===== src/src/mam_regs.svh =====
// Register offsets, field positions, reset values and counts of the management port.
// Assumes inclusion by src/mam_mgmt.sv only.
`ifndef MAM_REGS_SVH
`define MAM_REGS_SVH
`define MAM_REG_CTRL    5'h00
`define MAM_REG_STAT    5'h01
`define MAM_REG_ADV     5'h04
`define MAM_REG_LP      5'h05
`define MAM_REG_EXP     5'h06
`define MAM_REG_SUM     5'h10
`define MAM_PHY_ADDR    5'h01
`define MAM_PRE_LAST    6'h1F
`define MAM_LAST_BIT    4'hF
`define MAM_ADDR_LAST   4'h4
`define MAM_STRAP_CYC   2'h3
`define MAM_STAT_CONST  16'h7849
`define MAM_LP_PD100    16'h0081
`define MAM_LP_PD10     16'h0021
`define MAM_ADV_SEL     5'h01
`define MAM_CTL_SPEED   13
`define MAM_CTL_NEGEN   12
`define MAM_CTL_RESTART 9
`define MAM_CTL_DUPLEX  8
`endif


===== src/src/mam_pkg.sv =====
// Types shared by the management port modules.
// Assumes nothing of its surroundings.
package mam_pkg;
  typedef enum logic [2:0] {
    S_PRE, S_IDLE, S_ST, S_OP, S_PHY, S_REG, S_TA, S_DAT
  } mam_st_t;

  typedef struct packed {
    logic       mdc_s1, mdc_s2, mdc_d, dio_s1, dio_s2;
    logic [2:0] strap_s1, strap_s2;
    logic [1:0] init_cnt;
    mam_st_t    st;
    logic [3:0] cnt;
    logic [5:0] ones;
    logic       op_b, rd;
    logic [4:0] phy, ra;
    logic [15:0] sh;
    logic       dio_o, dio_oe;
    logic       spd_c, negen_c, dpx_c;
    logic [15:0] adv, lp;
    logic       done, lp_able, pd_fault, restart;
    logic       spd_o, dpx_o;
  } mam_state_t;

  typedef struct packed {
    logic spd100, fdx, none;
  } mam_res_t;
endpackage


===== src/src/mam_resolve.sv =====
// Priority resolution of the highest common technology.
// Assumes ability nibbles ordered 100FD, 100HD, 10FD, 10HD from the top.
`timescale 1ns/1ps
`default_nettype none
module mam_resolve
  import mam_pkg::*;
(
  // Clock and reset.
  input  wire logic       clk_i,
  input  wire logic       srst_i,
  // Ability nibbles.
  input  wire logic [3:0] adv_i,
  input  wire logic [3:0] lp_i,
  // Result.
  output logic            spd100_o,
  output logic            fdx_o,
  output logic            none_o
);
  mam_res_t   res_ff, nxt_res;
  logic [3:0] c;

  always_comb begin
    c = adv_i & lp_i;
    nxt_res.spd100 = c[3] | c[2];
    nxt_res.fdx    = c[3] | (~c[2] & c[1]);
    nxt_res.none   = ~|c;
  end

  always_ff @(posedge clk_i) begin
    if (srst_i) begin
      res_ff <= '0;
    end else begin
      res_ff <= nxt_res;
    end
  end

  assign spd100_o = res_ff.spd100;
  assign fdx_o    = res_ff.fdx;
  assign none_o   = res_ff.none;
endmodule
`default_nettype wire


===== src/src/mam_mgmt.sv =====
// Management port of the transceiver with negotiation control and status.
// Assumes MDC and MDIO arrive asynchronously; negotiation events come from same-clock logic.
// Notes on behaviour
// - Shared data line, up to 32 addressed devices.
// - Ignore frames until preamble seen once.
// - Bad start, opcode or turnaround drops sync.
// - Frame starts with zero then one.
// - Read: release first turnaround, drive zero, data.
// - Fixed field order, most significant bit first.
// - Preamble suppression supported, status bit 6 set.
// - Straps load advertisement bits 8 to 5.
// - Negotiation strap low forces strapped mode.
// - Negotiation strap high selects advertised set.
// - Control writes override strapped mode later.
// - Advertisement register is sent during negotiation.
// - Resolve highest common mode by priority.
// - Forced speed and duplex only without negotiation.
// - Status ability bits constant, T4 zero.
// - Advertise all only with all straps high, software may clear.
// - Partner register holds pages or detect pattern.
// - Parallel detect: complete set, partner-able clear.
// - Not exactly one link sets detect fault.
// - Thirty-two sixteen-bit management registers.
// - Control bit 9 restarts negotiation.
`timescale 1ns/1ps
`default_nettype none
`include "mam_regs.svh"
module mam_mgmt
  import mam_pkg::*;
(
  // Clock and reset.
  input  wire logic        clk_i,
  input  wire logic        srst_i,
  // Management pins.
  input  wire logic        mdc_i,
  input  wire logic        mdio_i,
  output logic             mdio_o,
  output logic             mdio_oe_o,
  // Straps.
  input  wire logic        negotiation_enable_strap_i,
  input  wire logic        mode_strap_high_i,
  input  wire logic        mode_strap_low_i,
  // Negotiation engine.
  input  wire logic        link_up_i,
  input  wire logic        neg_page_rx_i,
  input  wire logic [15:0] neg_page_i,
  input  wire logic        pd_event_i,
  input  wire logic        pd_link10_i,
  input  wire logic        pd_link100_i,
  // Operating mode.
  output logic [15:0]      adv_word_o,
  output logic             neg_enable_o,
  output logic             neg_restart_o,
  output logic             neg_complete_o,
  output logic             speed100_o,
  output logic             full_dpx_o
);
  mam_state_t r_ff, nxt_r;
  logic res_spd, res_fdx;
  logic rise, bitv, hit;
  logic [15:0] d;

  // ==========================================================
  // Decoding
  function automatic logic [3:0] strap_adv(input logic [2:0] s);
    case (s)
      3'h0:    strap_adv = 4'h1;
      3'h1:    strap_adv = 4'h2;
      3'h2:    strap_adv = 4'h4;
      3'h3:    strap_adv = 4'h8;
      3'h4:    strap_adv = 4'h3;
      3'h5:    strap_adv = 4'hC;
      3'h6:    strap_adv = 4'h5;
      default: strap_adv = 4'hF;
    endcase
  endfunction

  function automatic logic [15:0] rd_word(input logic [4:0] a,
                                          input mam_state_t s,
                                          input logic lnk);
    case (a)
      `MAM_REG_CTRL: rd_word = {2'h0, s.spd_c, s.negen_c, 3'h0, s.dpx_c, 8'h00};
      `MAM_REG_STAT: rd_word = `MAM_STAT_CONST
                               | {10'h000, s.done, s.lp[13], 1'b0, lnk, 2'h0};
      `MAM_REG_ADV:  rd_word = s.adv;
      `MAM_REG_LP:   rd_word = s.lp;
      `MAM_REG_EXP:  rd_word = {11'h000, s.pd_fault, 3'h0, s.lp_able};
      `MAM_REG_SUM:  rd_word = {11'h000, s.done, 1'b0, s.dpx_o, ~s.spd_o, lnk};
      default:       rd_word = 16'h0000;
    endcase
  endfunction

  mam_resolve u_res (
    .clk_i   (clk_i),
    .srst_i  (srst_i),
    .adv_i   (r_ff.adv[8:5]),
    .lp_i    (r_ff.lp[8:5]),
    .spd100_o(res_spd),
    .fdx_o   (res_fdx),
    .none_o  ()
  );

  // ==========================================================
  // Next state
  always_comb begin
    nxt_r = r_ff;
    nxt_r.mdc_s1   = mdc_i;
    nxt_r.mdc_s2   = r_ff.mdc_s1;
    nxt_r.mdc_d    = r_ff.mdc_s2;
    nxt_r.dio_s1   = mdio_i;
    nxt_r.dio_s2   = r_ff.dio_s1;
    nxt_r.strap_s1 = {negotiation_enable_strap_i, mode_strap_high_i, mode_strap_low_i};
    nxt_r.strap_s2 = r_ff.strap_s1;
    nxt_r.restart  = 1'b0;
    rise = r_ff.mdc_s2 & ~r_ff.mdc_d;
    bitv = r_ff.dio_s2;
    hit  = (r_ff.phy == `MAM_PHY_ADDR);
    d    = {r_ff.sh[14:0], bitv};

    // Straps are read only once the synchronisers hold settled levels.
    if (r_ff.init_cnt != `MAM_STRAP_CYC) begin
      nxt_r.init_cnt = r_ff.init_cnt + 2'h1;
      if (r_ff.init_cnt == `MAM_STRAP_CYC - 2'h1) begin
        nxt_r.negen_c = r_ff.strap_s2[2];
        nxt_r.spd_c   = r_ff.strap_s2[1];
        nxt_r.dpx_c   = r_ff.strap_s2[0];
        nxt_r.adv     = {7'h00, strap_adv(r_ff.strap_s2), `MAM_ADV_SEL};
      end
    end

    if (rise) begin
      case (r_ff.st)
        S_PRE: begin
          if (!bitv) begin
            nxt_r.ones = 6'h00;
          end else if (r_ff.ones == `MAM_PRE_LAST) begin
            nxt_r.st = S_IDLE;
          end else begin
            nxt_r.ones = r_ff.ones + 6'h01;
          end
        end
        S_IDLE: begin
          // No preamble is needed from here on.
          if (!bitv) begin
            nxt_r.st = S_ST;
          end
        end
        S_ST: begin
          nxt_r.cnt = 4'h0;
          nxt_r.st  = bitv ? S_OP : S_PRE;
          nxt_r.ones = 6'h00;
        end
        S_OP: begin
          if (r_ff.cnt == 4'h0) begin
            nxt_r.op_b = bitv;
            nxt_r.cnt  = 4'h1;
          end else if (r_ff.op_b != bitv) begin
            nxt_r.rd  = r_ff.op_b;
            nxt_r.cnt = 4'h0;
            nxt_r.st  = S_PHY;
          end else begin
            nxt_r.st = S_PRE;
          end
        end
        S_PHY: begin
          nxt_r.phy = {r_ff.phy[3:0], bitv};
          nxt_r.cnt = r_ff.cnt + 4'h1;
          if (r_ff.cnt == `MAM_ADDR_LAST) begin
            nxt_r.cnt = 4'h0;
            nxt_r.st  = S_REG;
          end
        end
        S_REG: begin
          nxt_r.ra  = {r_ff.ra[3:0], bitv};
          nxt_r.cnt = r_ff.cnt + 4'h1;
          if (r_ff.cnt == `MAM_ADDR_LAST) begin
            nxt_r.cnt = 4'h0;
            nxt_r.st  = S_TA;
            nxt_r.sh  = rd_word({r_ff.ra[3:0], bitv}, r_ff, link_up_i);
            if (r_ff.rd && hit && {r_ff.ra[3:0], bitv} == `MAM_REG_EXP) begin
              nxt_r.pd_fault = 1'b0;
            end
          end
        end
        S_TA: begin
          nxt_r.cnt = 4'h1;
          if (r_ff.cnt == 4'h0) begin
            if (r_ff.rd && hit) begin
              nxt_r.dio_oe = 1'b1;
              nxt_r.dio_o  = 1'b0;
            end else if (!r_ff.rd && !bitv) begin
              nxt_r.st = S_PRE;
            end
          end else begin
            nxt_r.cnt = 4'h0;
            nxt_r.st  = S_DAT;
            if (r_ff.rd) begin
              nxt_r.dio_o = r_ff.sh[15];
              nxt_r.sh    = {r_ff.sh[14:0], 1'b0};
            end else if (bitv) begin
              nxt_r.st = S_PRE;
            end
          end
        end
        S_DAT: begin
          nxt_r.cnt = r_ff.cnt + 4'h1;
          if (r_ff.rd) begin
            nxt_r.dio_o = r_ff.sh[15];
            nxt_r.sh    = {r_ff.sh[14:0], 1'b0};
          end else begin
            nxt_r.sh = d;
          end
          if (r_ff.cnt == `MAM_LAST_BIT) begin
            nxt_r.dio_oe = 1'b0;
            nxt_r.dio_o  = 1'b0;
            nxt_r.st     = S_IDLE;
            if (!r_ff.rd && hit) begin
              case (r_ff.ra)
                `MAM_REG_CTRL: begin
                  nxt_r.spd_c   = d[`MAM_CTL_SPEED];
                  nxt_r.negen_c = d[`MAM_CTL_NEGEN];
                  nxt_r.dpx_c   = d[`MAM_CTL_DUPLEX];
                  if (d[`MAM_CTL_RESTART] || (d[`MAM_CTL_NEGEN] && !r_ff.negen_c)) begin
                    nxt_r.restart = 1'b1;
                    nxt_r.done    = 1'b0;
                  end
                end
                `MAM_REG_ADV: nxt_r.adv = {d[15:5], `MAM_ADV_SEL};
                default: ;
              endcase
            end
          end
        end
        default: nxt_r.st = S_PRE;
      endcase
    end

    // Events from the negotiation engine come last so a set beats a clear.
    if (neg_page_rx_i && r_ff.negen_c) begin
      nxt_r.lp      = neg_page_i;
      nxt_r.lp_able = 1'b1;
      nxt_r.done    = 1'b1;
    end
    if (pd_event_i && r_ff.negen_c) begin
      if (pd_link10_i ^ pd_link100_i) begin
        nxt_r.lp      = pd_link100_i ? `MAM_LP_PD100 : `MAM_LP_PD10;
        nxt_r.lp_able = 1'b0;
        nxt_r.done    = 1'b1;
      end else begin
        nxt_r.pd_fault = 1'b1;
      end
    end

    // Forced bits steer the mode only while negotiation is off.
    if (r_ff.negen_c) begin
      nxt_r.spd_o = r_ff.done & res_spd;
      nxt_r.dpx_o = r_ff.done & res_fdx;
    end else begin
      nxt_r.spd_o = r_ff.spd_c;
      nxt_r.dpx_o = r_ff.dpx_c;
    end
  end

  // ==========================================================
  // State register
  always_ff @(posedge clk_i) begin
    if (srst_i) begin
      r_ff     <= '0;
      r_ff.st  <= S_PRE;
      r_ff.adv <= {11'h00F, `MAM_ADV_SEL};
      // Synchronisers start at the idle-high line level, so no false clock edge follows reset.
      r_ff.mdc_s1 <= 1'b1;
      r_ff.mdc_s2 <= 1'b1;
      r_ff.mdc_d  <= 1'b1;
      r_ff.dio_s1 <= 1'b1;
      r_ff.dio_s2 <= 1'b1;
    end else begin
      r_ff <= nxt_r;
    end
  end

  assign mdio_o         = r_ff.dio_o;
  assign mdio_oe_o      = r_ff.dio_oe;
  assign adv_word_o     = r_ff.adv;
  assign neg_enable_o   = r_ff.negen_c;
  assign neg_restart_o  = r_ff.restart;
  assign neg_complete_o = r_ff.done;
  assign speed100_o     = r_ff.spd_o;
  assign full_dpx_o     = r_ff.dpx_o;
endmodule
`default_nettype wire


===== config.mk =====
export PLATFORM = sky130hd
export DESIGN_NAME = mam_mgmt
export DESIGN_NICKNAME = d
export VERILOG_FILES = /design/src/src/mam_pkg.sv /design/src/src/mam_resolve.sv /design/src/src/mam_mgmt.sv
export VERILOG_INCLUDE_DIRS = /design/src /design/src/src
export SDC_FILE = /design/constraint.sdc
export NUM_CORES = 1
export LEC_CHECK = 0
export BUFFER_PORTS_ARGS = -buffer_cell sky130_fd_sc_hd__buf_2
export CELL_PAD_IN_SITES_DETAIL_PLACEMENT = 0
export CELL_PAD_IN_SITES_GLOBAL_PLACEMENT = 1
export CORE_MARGIN = 5
export CORE_UTILIZATION = 30
export DETAILED_ROUTE_END_ITERATION = 6
export PLACE_DENSITY = 0.63
export SYNTH_ARGS = -nofsm -noshare
export SYNTH_HDL_FRONTEND = slang
export SYNTH_HIERARCHICAL = 1
export SYNTH_SLANG_ARGS = --single-unit

===== constraint.sdc =====
create_clock -name clk_i -period 2.3 [get_ports clk_i]
set_clock_uncertainty 0.15 [all_clocks]
set_input_delay 0.46 -clock clk_i [delete_from_list [all_inputs] [get_ports clk_i]]
set_output_delay 0.46 -clock clk_i [all_outputs]
set_load 0.02 [all_outputs]

After elaboration in Yosys (flattened, before gate mapping)
Cells that the tools add are included.
{"block": "word_totals", "wordCells": 189, "in_bits": 28, "reg_bits": 99}
{"block": "classes", "n_eq_ne": 44, "bitwise": 17, "addsub": 3, "muxes": 63, "reduce_logical": 31}
{"operator": "2-to-1 mux 19 bit", "n": 6}
{"operator": "case mux 16 bit (6 select lines)", "n": 1}
{"operator": "2-to-1 mux 16 bit", "n": 3}
{"operator": "case mux 16 bit (3 select lines)", "n": 1}
{"operator": "2-to-1 mux 18 bit", "n": 2}
{"operator": "2-to-1 mux 3 bit", "n": 12}
{"operator": "case mux 4 bit (7 select lines)", "n": 1}
{"operator": "!= test 2 bit, second input constant", "n": 12}
{"operator": "case mux 3 bit (8 select lines)", "n": 1}
{"operator": "case mux 4 bit (6 select lines)", "n": 1}
{"operator": "== test 3 bit, second input constant", "n": 7}
{"operator": "2-to-1 mux 21 bit", "n": 1}
{"operator": "!= test 3 bit, second input constant", "n": 7}
{"operator": "== test 5 x 3 -> 1 bit, second input constant", "n": 4}
{"operator": "2-to-1 mux 1 bit", "n": 20}
{"operator": "2-to-1 mux 17 bit", "n": 1}
{"operator": "AND reduction 5 bit", "n": 3}
{"operator": "2-to-1 mux 7 bit", "n": 2}
{"operator": "== test 3 x 2 -> 1 bit, second input constant", "n": 4}
{"operator": "2-to-1 mux 6 bit", "n": 2}
{"operator": "case mux 6 bit (2 select lines)", "n": 1}
{"operator": "== test 5 x 1 -> 1 bit, second input constant", "n": 2}
{"operator": "zero test 5 bit", "n": 2}
{"operator": "AND reduction 10 bit", "n": 1}
{"operator": "31 further kinds", "n": 61}

Logic depth before layout (Yosys ltp)
Gate-level depths: netlist (run 1).
{"block": "depth", "depth_word": 12, "ltp_mapped": 8}

Cells and area by module
The synthesis (run 1) kept the hierarchy.
{"mod": "mam_mgmt", "seq_area_each_um2": 1941.9, "cells_per_inst": 562, "area_per_inst_um2": 4809.6, "n_inst": 1}
{"mod": "mam_resolve", "seq_area_each_um2": 60.1, "cells_per_inst": 11, "area_per_inst_um2": 110.1, "n_inst": 1}

Least setup slack after synthesis (run 1)
OpenSTA, ideal clock, no wires.
{"block": "synth_timing", "path_type": "register to register", "start": "reg r_ff[77] (netlist bit)", "end": "reg r_ff, in the netlist adv_word_o[7]", "arrival_ns": 1.772, "path_buffers": 0, "path_stages_with_launch": 8, "setup_time_ns": 0.120, "path_slack_ns": 0.259, "cell_sequence": "dfxtp_1 > inv_1 > ha_1 > or3b_4 > mux2i_4 > and3_2 > nor2_1 > a211o_1"}
{"block": "synth_between", "elab_chain_cells": 4}
{"item": "start, declared", "line_no": "mam_mgmt.sv:58", "rtl": "mam_state_t r_ff, nxt_r;"}
{"item": "start signal, assigned", "line_no": "mam_mgmt.sv:278", "rtl": "r_ff <= nxt_r;"}
{"item": "== test 4 bit (no line)"}
{"item": "2-to-1 mux 21 bit", "line_no": "mam_mgmt.sv:213", "rtl": "if (r_ff.cnt == `MAM_LAST_BIT) begin"}
{"item": "2-to-1 mux 19 bit", "line_no": "mam_mgmt.sv:132", "rtl": "case (r_ff.st)"}
{"item": "2-to-1 mux 19 bit", "line_no": "mam_mgmt.sv:131", "rtl": "if (rise) begin"}
No other way between the ends. The select of a mux whose other input is x is not followed.
A chain may end at the register's enable or synchronous reset.

Worst setup path in the final report (run 1)
{"block": "layout_timing", "start": "reg r_ff[77] (netlist bit)", "end": "reg r_ff, in the netlist adv_word_o[4]"}
The elaborated chain is that of the path after synthesis.

==> results.json, run 1 <==
{
  "status": "completed",
  "worst_slack_ns": 0.1103,
  "max_freq_mhz": 456.7,
  "path_class": "reg2reg",
  "rows": 46,
  "io_pins": 51,
  "place_inst": 821,
  "maxCapViolCount": 0,
  "grt_pass1_vias": 4045,
  "postLayoutCellArea_sq_um": 5722,
  "drc_errors": 0,
  "worst_ir_drop_vdd_v": 0.0003202,
  "post-route-period-util": 0.9521,
  "area_delta_synth_final_pct": 17.20,
  "wl_um": 13380,
  "setup_violations": 0,
  "cts_hold_buf": 0,
  "hold_viol_final": 0,
  "power.density_nw_per_um2": 604.6,
  "fin_nets": 652,
  "drive_gt1_frac": 0.2163,
  "clockRootBuffer": "clkbuf_16",
  "crit_path_start_kind": "flop",
  "antenna_cells": 0,
  "cp.arrival_ns": 2.28,
  "die_h_um": 137.6,
  "initialDrtViolationCount": 208,
  "stdcell_count": 840,
  "clkTransAtPathRegs_ns": 0.07,
  "worstMarginPinSlew_ns": 0.6111,
  "synth.avg_cell_area_sq_um": 8.580,
  "coreArea_sq_um": 15940,
  "vias": 4231,
  "hold_class": "in2reg",
  "die_w_um": 137.6,
  "grt_usage": 0.1469,
  "dp.final_hpwl_um": 9896,
  "placed_area_sq_um": 5406,
  "slew-limit-headroom": 0.5926,
  "final_cell_mix": "98 x dfxtp_1, 67 x nor2_1, 61 x nand2_1",
  "firstDrtPassIters": 5,
  "period_needed_ns": 2.190,
  "slew_viol_final": 0,
  "final_antenna_net_count": 0,
  "numCtsBuffers": 9,
  "grt.overflow.total": 0,
  "portBuffers": 50,
  "clock_latency_ns": 0.35,
  "cts_buffer_depth": 2,
  "grt_pass1_wl_um": 21540,
  "place_congestion": 0.8354,
  "cts_sinks": 99,
  "antenna_found_initial": 0,
  "synth_warnings": 6,
  "crit_fanout": 6,
  "place_ws_ns": 0.05890,
  "required_ns": 2.39,
  "die-area_sq_um": 18930,
  "p_leak_nw": 2.179,
  "final_common_cell": "dfxtp_1",
  "syn-cell-area_sq_um": 4882,
  "htreeDepth": 3,
  "grt_max_degree": 29,
  "start_util": 0.3062,
  "synth.net_count": 602,
  "rsz0062_at_grt": "true",
  "synthCells": 569,
  "end_kind": "flop",
  "vias_per_cell": 5.037,
  "cts_tree": "done",
  "wl_per_cell_um": 15.93
}
## worst max-delay path: stages, from the launching register on
cell and delay (ns):
dfxtp_1 0.36, inv_1 0.08, ha_2 0.20, or3b_4 0.43, mux2i_4 0.23, buf_4 0.16, nand4_4 0.07, and3b_4 0.25
and2_1 0.15
## power by group
part / total, mW / switching (mW) / internal (mW)
logic: 0.250 / 0.142 / 0.107
clock network: 1.42 / 0.657 / 0.758
registers: 1.79 / 0.0440 / 1.75
total: 3.46 / 0.843 / 2.62
## area by class of cell
class                           count  area (sq um)
Fill cell                        1675         10220
Multi-Input combinational cell    410          2587
Sequential cell                    99          1983
Timing Repair Buffer               90         575.6
Tap cell                          216         270.3
Clock buffer                       11         242.7
Inverter                            9         33.78
Clock inverter                      5         28.78
## metal layers
layer	track usage	share of wire	up-vias
li1	-	-	2115
met1	0.2066	0.49	2020
met2	0.2251	0.46	83
met3	0.02301	0.036	13
met4	0.05710	0.016	0
met5	0	0	-
## registers in the layout, indices dropped and copies added (netlist names)
signal / count
neg_restart_o: 1
d: 15
mdio_o: 1
u_res/fdx_o: 1
nxt_r: 6
speed100_o: 1
full_dpx_o: 1
u_res/spd100_o: 1
adv_word_o: 16
r_ff: 52
bitv: 1
mdio_oe_o: 1
neg_complete_o: 1
neg_enable_o: 1
## per-stage QoR
stage / util / hold WS (ns) / power [mW] / setup TNS [ns]
floorplan: - / 0.2395 / 2.000 / 0
global placement: 0.3391 / 0.2490 / 2.078 / 0
detailed placement: 0.3391 / 0.2487 / 2.086 / 0
CTS: 0.3561 / 0.1235 / 3.511 / 0
global route: 0.3589 / 0.1293 / 3.603 / -0.006929
finish: 0.3589 / 0.1396 / 3.459 / 0
## repair_timing
action / 4_1_cts / 5_1_grt
setup buffers: 0 / 3
resized for setup: 0 / 5
endpoints found under the setup margin: 0 / 29
## path summary, 6_finish.rpt
check                                            from  slack [ns]  cells past startpoint                        to
worst min-delay path                            mdc_i        0.14                      2      nxt_r[95]$_SDFF_PP1_
worst max register to register  r_ff[77]$_SDFFE_PP0P_        0.11                      8  adv_word_o[4]$_SDFF_PP0_
worst min register to register   nxt_r[95]$_SDFF_PP1_        0.26                      1      nxt_r[94]$_SDFF_PP1_
worst max-delay path            r_ff[77]$_SDFFE_PP0P_        0.11                      8  adv_word_o[4]$_SDFF_PP0_
Power figures use the tool's default switching activity.
==> inputs of run 2 (changes only) <==
- CELL_PAD_IN_SITES_DETAIL_PLACEMENT: 0 -> 1
==> run 2 against run 1 <==
Effect of this change: non-clock buffer count unchanged; setup slack improved by 0.026 ns; cell area increased by 0.74%; largest cell class unchanged; highest routed layer unchanged; maximum frequency increased by 1.2%; final cell count unchanged; combinational power increased by 2%.
==> results.json, run 2 (synthesized netlist as in run 1, its figures left out) <==
{
  "status": "completed",
  "drive_gt1_frac": 0.2212,
  "min_to": "nxt_r[95]$_SDFF_PP1_",
  "end_kind": "flop",
  "slew_viol_final": 0,
  "rsz0062_at_grt": "false",
  "path_class": "reg2reg",
  "grt_pass1_vias": 4519,
  "grt_pass1_wl_um": 23470,
  "finalSetupTns_ns": 0,
  "die_h_um": 137.6,
  "power.density_nw_per_um2": 617.0,
  "drc_errors": 0,
  "reg2reg_slack_ns": 0.14,
  "place_ws_ns": 0.02030,
  "fin_nets": 652,
  "cts_sinks": 99,
  "rows": 46,
  "cp.arrival_ns": 2.26,
  "placed_area_sq_um": 5406,
  "max_freq_mhz": 462.1,
  "regMostFlops": "r_ff",
  "stdcell_count": 840,
  "initialDrtViolationCount": 186,
  "clock_latency_ns": 0.35,
  "place_congestion": 0.8354,
  "p_leak_nw": 2.183,
  "coreArea_sq_um": 15940,
  "worst_slack_ns": 0.1361,
  "r2r-end": "adv_word_o[7]$_SDFF_PP1_",
  "cts_hold_buf": 0,
  "setup_violations": 0,
  "wl_per_cell_um": 17.07,
  "cts_tree": "done",
  "die-area_sq_um": 18930,
  "period_needed_ns": 2.164,
  "vias": 4327,
  "grt_usage": 0.1589,
  "required_ns": 2.39,
  "maxCapViolCount": 0,
  "cts_buffer_depth": 2,
  "hold_viol_final": 0,
  "post-route-period-util": 0.9408,
  "hold_start": "mdc_i",
  "portBuffers": 50,
  "largest_reg_flops": 52,
  "crit_fanout": 6,
  "r2r_cells": 7,
  "finalPower_mw": 3.557,
  "final_common_cell": "dfxtp_1",
  "grt.overflow.total": 0,
  "hold_class": "in2reg",
  "start_util": 0.3062,
  "die_w_um": 137.6,
  "numCtsBuffers": 9,
  "r2r-start": "r_ff[78]$_SDFFE_PP0P_",
  "io_pins": 51,
  "crit_path_start_kind": "flop",
  "worstMarginPinSlew_ns": 0.6047,
  "htreeDepth": 3,
  "antenna_cells": 0,
  "wl_um": 14340,
  "postLayoutCellArea_sq_um": 5764,
  "slew-limit-headroom": 0.5969,
  "final_cell_mix": "96 x dfxtp_1, 67 x nor2_1, 61 x nand2_1",
  "firstDrtPassIters": 4,
  "grt_max_degree": 29,
  "nFillCells": 1884,
  "vias_per_cell": 5.151,
  "dp.final_hpwl_um": 10730,
  "area_delta_synth_final_pct": 18.07,
  "final_antenna_net_count": 0,
  "holdPathStages": 2,
  "clkTransAtPathRegs_ns": 0.07,
  "clockRootBuffer": "clkbuf_16",
  "place_inst": 821,
  "worst_ir_drop_vdd_v": 0.0002859,
  "antenna_found_initial": 0
}
[run 2: through the flow]
| step | utilization | hold slack [ns] |
|---|---|---|
| 2_1_floorplan | - | 0.2395 |
| 3_3_place_gp | 0.3391 | 0.2490 |
| 3_5_place_dp | 0.3391 | 0.2534 |
| 4_1_cts | 0.3574 | 0.1210 |
| 5_1_grt | 0.3616 | 0.1251 |
| 6_report | 0.3616 | 0.1296 |
[run 2: what timing repair did]
item                                    CTS  global route
buffers inserted                          0             3
resized for setup                         0            10
endpoints found under the setup margin    0            31
[run 2: layout make-up]
class / instances / area, sq um / share of cell area
multi-input cells: 410 / 2608 / 0.4524
flip-flops and latches: 99 / 1986 / 0.3445
repair buffers: 90 / 575.6 / 0.09985
clock buffers: 13 / 270.3 / 0.04689
well taps: 216 / 270.3 / 0.04689
inverters: 9 / 33.78 / 0.005861
clock inverters: 3 / 21.27 / 0.003690
[run 2: worst max-delay path by stage]
| stage | startpoint | to |
|---|---|---|
| 3_5_place_dp | r_ff[77]$_SDFFE_PP0P_ | d[3]$_SDFFE_PP0P_ |
| 4_1_cts | r_ff[77]$_SDFFE_PP0P_ | d[3]$_SDFFE_PP0P_ |
| 2_1_floorplan | r_ff[77]$_SDFFE_PP0P_ | adv_word_o[7]$_SDFF_PP1_ |
| 5_1_grt | r_ff[78]$_SDFFE_PP0P_ | mdio_o$_SDFFE_PP0P_ |
| 3_3_place_gp | bitv$_SDFF_PP1_ | d[14]$_SDFFE_PP0P_ |
| 6_report | r_ff[78]$_SDFFE_PP0P_ | adv_word_o[7]$_SDFF_PP1_ |
[run 2: metal layers]
layer / part of all wire / vias up / global-route usage
li1: - / 2112 / -
met1: 0.48 / 2124 / 0.2143
met2: 0.47 / 74 / 0.2565
met3: 0.038 / 17 / 0.03068
met4: 0.017 / 0 / 0.04933
met5: 0 / - / 0
[run 2: critical path, cell delays in order, from the launching register on]
cell	delay, ns
dfxtp_1	0.32
inv_1	0.09
ha_2	0.21
or3b_4	0.44
mux2i_4	0.27
and3_4	0.27
nor2_1	0.05
a211o_1	0.25
[run 2: power breakdown]
| part | switching (mW) | internal [mW] |
|---|---|---|
| Clock | 0.682 | 0.824 |
| Combinational | 0.147 | 0.108 |
| Sequential | 0.0450 | 1.75 |
